File: src/sdifr_pkg.sv
// Package: constants and types of the rate converter input block
package sdifr_pkg;
  // ----------------------------------------
  // Sizes
  // ----------------------------------------
  localparam int SW = 24;   // Sample word and serial slot width
  localparam int TSW = 24;  // Timestamp width
  localparam int NSRC = 8;  // Stereo sources in the pool
  localparam int NSTR = 5;  // Converter streams
  localparam int NCH = 6;   // Converter streams plus direct input
  localparam int NFLG = 13; // Flags F0..F12
  localparam int NPAD = 6;  // Shared pads F6..F11
  localparam int SELW = 3;  // Source select field width
  // ----------------------------------------
  // Register offsets
  // ----------------------------------------
  localparam logic [7:0] OFS_ROUTE = 8'h00;
  localparam logic [7:0] OFS_FMT = 8'h04;
  localparam logic [7:0] OFS_FCTL = 8'h08;
  localparam logic [7:0] OFS_STAT = 8'h0C;
  localparam logic [7:0] OFS_TS0 = 8'h10;
  // ----------------------------------------
  // Fields and reset values
  // ----------------------------------------
  localparam int FC_EN = 0;   // F0..F5 enables
  localparam int FC_DIR = 6;  // F6..F12 direction, 1 = out
  localparam int FC_STR = 13; // F6..F12 stretch, 1 = on
  localparam logic [17:0] ROUTE_RST = 18'h2C688;
  localparam logic [5:0] FMT_RST = 6'h00;
  localparam logic [19:0] FCTL_RST = 20'h0003F;
  // ----------------------------------------
  // Sources and formats
  // ----------------------------------------
  localparam logic [2:0] SRC_I2S1 = 3'h0;
  localparam logic [2:0] SRC_I2S4 = 3'h3;
  localparam logic [2:0] SRC_SPDIF1 = 3'h4; // spdif1_disc_ch34_input
  localparam logic [2:0] SRC_SPDIF2 = 3'h5; // spdif2_disc_ch56_input
  localparam logic [2:0] SRC_TUNER1 = 3'h6;
  localparam logic [2:0] SRC_TUNER2 = 3'h7;
  localparam logic FMT_I2S = 1'b0;
  localparam logic FMT_LJ = 1'b1;
  // ----------------------------------------
  // Carriers
  // ----------------------------------------
  typedef struct packed {
    logic [SW-1:0] l;
    logic [SW-1:0] r;
  } sdifr_stereo_t;
  typedef struct packed {
    logic bck;
    logic ws;
    logic sd;
  } sdifr_ser_t;
  typedef struct packed {
    logic wr;
    logic rd;
    logic [7:0] addr;
    logic [31:0] wdata;
  } sdifr_req_t;
endpackage : sdifr_pkg

File: src/sdifr_top.sv
// Input routing, timestamps and flags around the rate converter core
`timescale 1ns/1ps
module sdifr_top (
  // Clock and reset
  input wire logic core_clk,
  input wire logic rstn,
  // Host register port
  input sdifr_pkg::sdifr_req_t host_req,
  output logic [31:0] host_rdata,
  // Audio DSP control write port
  input sdifr_pkg::sdifr_req_t adsp_req,
  // Serial sources from pins
  input sdifr_pkg::sdifr_ser_t [7:0] src_ser,
  // Stereo outputs, index 5 is the direct input
  output sdifr_pkg::sdifr_stereo_t [5:0] chan_data,
  output logic [5:0] chan_valid,
  // Reference rate tick
  input wire logic ref_tick,
  // Flags of the rate_converter_dsp
  output logic [12:0] dsp_flags,
  input wire logic flag_rd,
  input wire logic [12:6] dsp_fout,
  // Audio DSP share of the pads
  input wire logic [5:0] adsp_fout,
  input wire logic [5:0] adsp_fdir,
  // Shared user flag pads
  input wire logic [5:0] pad_i,
  output logic [5:0] pad_o,
  output logic [5:0] pad_oe,
  // Watchdog flag
  input wire logic watchdog_unit_fin,
  output logic watchdog_unit_flag
);
  import sdifr_pkg::*;

  // ----------------------------------------
  // Control registers
  // ----------------------------------------
  logic [17:0] route_r;
  logic [5:0] fmt_r;
  logic [19:0] fctl_r;
  logic [TSW-1:0] ts_cnt_r;
  logic [TSW-1:0] ts_r [NCH];
  logic [5:0] pad_s1_r;
  logic [5:0] pad_s2_r;
  logic [NFLG-1:0] raw;
  logic [NFLG-1:0] str;

  // Write hits of both writers
  wire h_wr = host_req.wr;
  wire a_wr = adsp_req.wr;
  wire h_rt = h_wr && host_req.addr == OFS_ROUTE;
  wire a_rt = a_wr && adsp_req.addr == OFS_ROUTE;
  wire h_fm = h_wr && host_req.addr == OFS_FMT;
  wire a_fm = a_wr && adsp_req.addr == OFS_FMT;
  wire h_fc = h_wr && host_req.addr == OFS_FCTL;
  wire a_fc = a_wr && adsp_req.addr == OFS_FCTL;
  wire [17:0] route_nxt = a_rt ? adsp_req.wdata[17:0] :
    h_rt ? host_req.wdata[17:0] : route_r;
  wire [5:0] fmt_nxt = a_fm ? adsp_req.wdata[5:0] :
    h_fm ? host_req.wdata[5:0] : fmt_r;
  wire [19:0] fctl_nxt = a_fc ? adsp_req.wdata[19:0] :
    h_fc ? host_req.wdata[19:0] : fctl_r;

  // Register update, audio DSP wins a same-cycle clash
  always_ff @(posedge core_clk or negedge rstn) begin
    if (!rstn) begin
      route_r <= ROUTE_RST;
      fmt_r <= FMT_RST;
      fctl_r <= FCTL_RST;
    end else begin
      route_r <= route_nxt;
      fmt_r <= fmt_nxt;
      fctl_r <= fctl_nxt;
    end
  end

  // ----------------------------------------
  // Register read
  // ----------------------------------------
  wire [7:0] ra = host_req.addr;
  wire [7:0] ts_off = ra - OFS_TS0;
  wire ts_hit = ra >= OFS_TS0 && ts_off[7:2] < 6'(NCH)
    && ra[1:0] == 2'h0;
  wire [31:0] ts_rd = ts_hit ? 32'(ts_r[ts_off[4:2]]) : 32'h0;
  wire [31:0] rmux =
    ra == OFS_ROUTE ? 32'(route_r) :
    ra == OFS_FMT ? 32'(fmt_r) :
    ra == OFS_FCTL ? 32'(fctl_r) :
    ra == OFS_STAT ? {13'h0, pad_s2_r, dsp_flags} : ts_rd;

  // Read data stands only in the cycle after the strobe
  always_ff @(posedge core_clk or negedge rstn) begin
    if (!rstn) begin
      host_rdata <= 32'h0;
    end else begin
      host_rdata <= host_req.rd ? rmux : 32'h0;
    end
  end

  // ----------------------------------------
  // Source synchronisers
  // ----------------------------------------
  sdifr_ser_t [7:0] src_s1_r;
  sdifr_ser_t [7:0] src_s2_r;

  // Two flops on every source pin and pad
  always_ff @(posedge core_clk or negedge rstn) begin
    if (!rstn) begin
      src_s1_r <= '0;
      src_s2_r <= '0;
      pad_s1_r <= 6'h00;
      pad_s2_r <= 6'h00;
    end else begin
      src_s1_r <= src_ser;
      src_s2_r <= src_s1_r;
      pad_s1_r <= pad_i;
      pad_s2_r <= pad_s1_r;
    end
  end

  // ----------------------------------------
  // Switchbox and deserialisers
  // ----------------------------------------
  genvar c;
  generate
    for (c = 0; c < NCH; c++) begin : g_ch
      logic bck_d_r;
      logic ws_d_r;
      logic [SW-1:0] sh_r;
      logic [SW-1:0] left_r;
      logic valid_r;
      sdifr_stereo_t data_r;
      // Source pick per input
      wire [2:0] sel = route_r[c*SELW +: SELW];
      wire sdifr_ser_t s = src_s2_r[sel];
      wire rise = s.bck && !bck_d_r;
      wire ws_chg = rise && (s.ws != ws_d_r);
      wire [SW-1:0] shin = {sh_r[SW-2:0], s.sd};
      // I2S word ends with this bit, left-justified before it
      wire [SW-1:0] word = fmt_r[c] == FMT_LJ ? sh_r : shin;

      // Shift on bit clock rise, close a word on select change
      always_ff @(posedge core_clk or negedge rstn) begin
        if (!rstn) begin
          bck_d_r <= 1'b0;
          ws_d_r <= 1'b0;
          sh_r <= '0;
          left_r <= '0;
          valid_r <= 1'b0;
          data_r <= '0;
        end else begin
          bck_d_r <= s.bck;
          valid_r <= ws_chg && ws_d_r;
          if (rise) begin
            sh_r <= shin;
            ws_d_r <= s.ws;
          end
          if (ws_chg && !ws_d_r) begin
            left_r <= word;
          end
          if (ws_chg && ws_d_r) begin
            data_r <= {left_r, word};
          end
        end
      end

      // One driver per output slice, straight from the flops
      assign chan_valid[c] = valid_r;
      assign chan_data[c] = data_r;
    end
  endgenerate

  // ----------------------------------------
  // Timestamps
  // ----------------------------------------
  wire [NCH-1:0] ts_ev = {chan_valid[NSTR-1:0], ref_tick};

  // Free-running counter captured per stream sample and per reference tick
  always_ff @(posedge core_clk or negedge rstn) begin
    if (!rstn) begin
      ts_cnt_r <= '0;
      for (int k = 0; k < NCH; k++) begin
        ts_r[k] <= '0;
      end
    end else begin
      ts_cnt_r <= ts_cnt_r + 1'b1;
      for (int k = 0; k < NCH; k++) begin
        if (ts_ev[k]) begin
          ts_r[k] <= ts_cnt_r;
        end
      end
    end
  end

  // ----------------------------------------
  // Flags
  // ----------------------------------------
  wire [5:0] en = fctl_r[FC_EN +: 6];
  wire [6:0] dir = fctl_r[FC_DIR +: 7];
  wire [6:0] fstr = fctl_r[FC_STR +: 7];
  wire [5:0] my_out = dir[5:0] & dsp_fout[11:6];
  wire [5:0] oth_out = adsp_fdir & adsp_fout;
  wire [5:0] pad_o_nxt = my_out | oth_out;
  wire [5:0] pad_oe_nxt = dir[5:0] | adsp_fdir;

  // Raw flag sources and stretch modes
  always_comb begin
    raw[0] = ref_tick & en[0];
    raw[5:1] = chan_valid[NSTR-1:0] & en[5:1];
    raw[11:6] = ~dir[5:0] & pad_s2_r;
    raw[12] = ~dir[6] & watchdog_unit_fin;
    str = {fstr, 6'h3F};
  end

  wire [NFLG-1:0] hold = dsp_flags & ~{NFLG{flag_rd}};
  wire [NFLG-1:0] flag_nxt = raw | (str & hold);

  // Flag, pad and watchdog outputs
  always_ff @(posedge core_clk or negedge rstn) begin
    if (!rstn) begin
      dsp_flags <= '0;
      pad_o <= 6'h00;
      pad_oe <= 6'h00;
      watchdog_unit_flag <= 1'b0;
    end else begin
      dsp_flags <= flag_nxt;
      pad_o <= pad_o_nxt;
      pad_oe <= pad_oe_nxt;
      watchdog_unit_flag <= dir[6] & dsp_fout[12];
    end
  end
endmodule : sdifr_top

File: config.mk
export PLATFORM = sky130hd
export DESIGN_NAME = sdifr_top
export DESIGN_NICKNAME = d
export VERILOG_FILES = /design/src/sdifr_pkg.sv /design/src/sdifr_top.sv
export SDC_FILE = /design/constraint.sdc
export NUM_CORES = 1
export LEC_CHECK = 0
export ABC_AREA = 1
export BUFFER_PORTS_ARGS = -buffer_cell sky130_fd_sc_hd__buf_4
export CAP_MARGIN = 10
export CORE_ASPECT_RATIO = 0.75
export CORE_MARGIN = 4
export CORE_UTILIZATION = 30
export CTS_CLUSTER_SIZE = 25
export DETAILED_ROUTE_END_ITERATION = 10
export SLEW_MARGIN = 15
export SYNTH_ARGS = -nofsm -noshare
export SYNTH_HDL_FRONTEND = slang
export SYNTH_SLANG_ARGS = --single-unit
File: constraint.sdc
create_clock -name core_clk -period 4.69 [get_ports core_clk]
set_clock_uncertainty 0.1 [all_clocks]
set_input_delay 0 -clock core_clk [delete_from_list [all_inputs] [get_ports core_clk]]
set_output_delay 0 -clock core_clk [all_outputs]
set_load 0.05 [all_outputs]
==> results.toml <==
[clock_tree]
htree_levels = 3
cts-root-buf = "clkbuf_16"
cts.sinks = 916
cts_tree = "built"
cts_setup_buffers = 0
clk_path_buf_depth = 3
cts_made_buffers = 98
path_clk_slew_ns = 0.06
clk_latency_ns = 0.72

[logic_synthesis]
synth.distinct_cells = 43
syn_area_per_cell_um2 = 8.51
synthMuxAreaShare_pct = 0.401
synth.area.top_cells = "dfrtp_1 57%, nand2_1 18%, o21ai_0 5.8%"
yosys.area.top_type = "dfrtp_1"
synth_top_family_by_area = "simple AND/OR/NAND/NOR gates"
ys_ff_latch = 916
yosys.area_share.simple_pct = 24.0
synthCells = 4620
synth_edf_count = 0
yosys_warnings = 0
yosys.area_share.xor_xnor_pct = 0.468
synth_compound_gate_area_share_pct = 9.17
synthArstFlopShare_pct = 100
synth.top_cell.area_share_pct = 57.4
synthAdderAreaFrac_pct = 0.0954
synth_area_um2 = 39300
synth-seq-area-share_pct = 58.3
synth-main-ff-cell = "dfrtp_1"

[critical_path]
crit_path_cell_trace = "dlygate4sd3_1 -> buf_4 -> inv_1 -> buf_4 -> nand2_1 -> nand2_1 -> dlygate4sd3_1 -> nand2_1 -> dlygate4sd3_1 -> nor2_1 -> dlygate4sd3_1 -> buf_4 -> nand2_1 -> dlygate4sd3_1 -> nand3_1 -> dlygate4sd3_1 -> nand2_1 -> a21oi_1"
cpMaxStageDelayCell = "dlygate4sd3_1"
crit_required_ns = 5.23
crit_arrival_ns = 5.05
crit_top_cell = "dlygate4sd3_1"
critical_path.max_fanout = 28
critical_path_class = "input port to flip-flop"
cp-end-kind = "flip-flop"
slowest_delay_ns = 0.57
critPathLaunchType = "input port"

[power_and_ir_drop]
power_density_nw_per_um2 = 522
clkPwrFrac_pct = 33.4
power_frac_comb_pct = 26.4
seqPwrFrac_pct = 40.3
p_switching_uw = 9420
p_leak_uw = 0.0249
p_int_uw = 16500
switching_share_pct = 36.3
vdd_drop_max_uv = 487

[floorplan]
initial_utilization_pct = 30.4
fp.coreArea_um2 = 130000
die_area_um2 = 137000
ios = 490
fp-row-count = 114
die_w_um = 426
chipHeight_um = 322

[drt]
wl_um = 125000
ant_nets = 0
wl_per_cell_um = 17.9
drcViolationCount = 0
vias = 32500
dr.pass1.iters = 5
drt-initial-drc-count = 2618
viasPerCell = 4.65

[placed_design]
dpl.hpwl_um = 84200
gp_congestion = 0.858
placed_cell_area_um2 = 43900
place_ws_ns = 0.960
port_buffers = 456

[timing]
maxSlewViolCount = 0
worst_hold_slack_ns = 0.0725
slew_headroom_pct = 29.1
finalCriticalPeriod_ns = 4.52
rsz0062_at_grt = "false"
setup_ws_ns = 0.173
setup_viol = 0
max_slew.worst_pin.slew_ns = 1.05
min_period_over_period_pct = 96.3
fmax_mhz = 221
finalSetupTns_ns = 0
hold_viol = 0

[global_route]
grt_pass1_wl_um = 193000
grt_pass1_vias = 31700
antenna_found_initial = 10
grt.total_usage_pct = 18.1
grt-ovfl-total = 0
grt_max_degree = 138

[flow_run]
cap_violations = 0

[outcome]
status = "finished clean"

[final_layout]
fin_util_pct = 38.4
area_growth_pct = 26.4
layout_common_cells = "1,915 x nand2_1, 901 x dfrtp_1, 501 x buf_4"
layout-drive-gt1-share_pct = 14.5
mostFrequentLayoutCell = "nand2_1"
fin_area_um2 = 49700
fin_nets = 5304

[worst_hold_path]
hold_class = "input port to flip-flop"
synthesized netlist by cell type (7+ instances only):
cell type,count
nand2_1,1915
dfrtp_1,903
o21ai_0,452
inv_1,361
nand3_1,242
clkbuf_1,125
buf_2,98
nor2_1,79
a21oi_1,70
o211ai_1,58
o21ai_1,35
nand4_1,33
buf_4,31
buf_6,28
nor2_4,15
mux2_2,14
nor3_1,14
xor2_1,14
dfstp_2,13
a22o_1,12
inv_2,12
nor3b_1,10
a31oi_1,7
a32o_1,7
clkinv_1,7
xnor2_1,7
power by group through the flow:
stage                     Clock [µW]  Combinational, µW  Sequential (µW)
after floorplan                    0               2860            12100
after global placement             0               6650            10500
after detailed placement           0               6760            10600
after CTS                       8930               6940            10500
after global routing            9260               7520            10600
final                           8660               6840            10500
sequential cells by signal, summed over array words and instances, names as in the netlist, 6 cells and up:
name,count
chan_data,288
dsp_flags,13
fctl_r,20
fmt_r,6
g_ch.bck_d_r,6
g_ch.left_r,144
g_ch.sh_r,144
g_ch.valid_r,6
g_ch.ws_d_r,6
host_rdata,24
pad_o,6
pad_oe,6
pad_s1_r,6
pad_s2_r,6
route_r,18
src_s1_r,24
src_s2_r,24
ts_cnt_r,24
ts_r,144
stage by stage:
stage          power (µW)  instances
2_1_floorplan       14900       4627
3_3_place_gp        17200       6589
3_5_place_dp        17300       6589
4_1_cts             26300       6984
5_1_grt             27400       6993
6_report            26000       6995
worst paths after layout:
path / start / to / slack, ns / cells past startpoint
setup / recovery: host_req[36] / host_rdata[5] / 0.17 / 18
hold / removal: adsp_req[35] / fctl_r[7] / 0.07 / 7
setup reg to reg: route_r[3] / g_ch[1].left_r[0] / 1.09 / 7
hold reg to reg: src_s1_r[8] / src_s2_r[8] / 0.25 / 0
max in group asynchronous: rstn / g_ch[2].ws_d_r / 3.15 / 4
min in group asynchronous: rstn / chan_data[37] / 0.54 / 4
logic make-up (layout without fill, tap and decap cells):
logic type               count (synthesis)  in the layout
AO/OA/AOI/OAI                          663            663
XOR/XNOR                                21             21
adder cells (fa/ha/maj)                  3              3
buffers and inverters                  666           1284
flip-flops                             916            916
multiplexers                            14             14
other                                    1             18
AND/OR/NAND/NOR                       2336           2336
layer usage:
metal  track usage [%]  part of all wire [%]
met1              23.5                    42
met4              8.58                   5.1
met5                 0                     0
met3              3.21                   5.4
met2              29.3                    47
cell type report:
type	instances	area, µm²
Multi-Input combinational cell	3045	13500
Timing Repair Buffer	722	6070
Fill cell	13100	79800
Clock buffer	126	2750
Inverter	380	1430
Tap cell	1740	2180
Clock inverter	56	850
Sequential cell	916	22900
Antenna cell	10	25.0
worst max-delay path: cells and delay by family:
family                 cells  cell delay, ns
buffers and inverters     10            4.42
AND/OR/NAND/NOR            7            0.51
AO/OA/AOI/OAI              1            0.11
timing repair:
item | CTS | global route
gates resized for setup | 0 | 0
endpoints found under the setup margin | 0 | 0
endpoints found under the hold margin | 864 | 0
hold buffers | 213 | 0
Power figures use the tool's default switching activity.
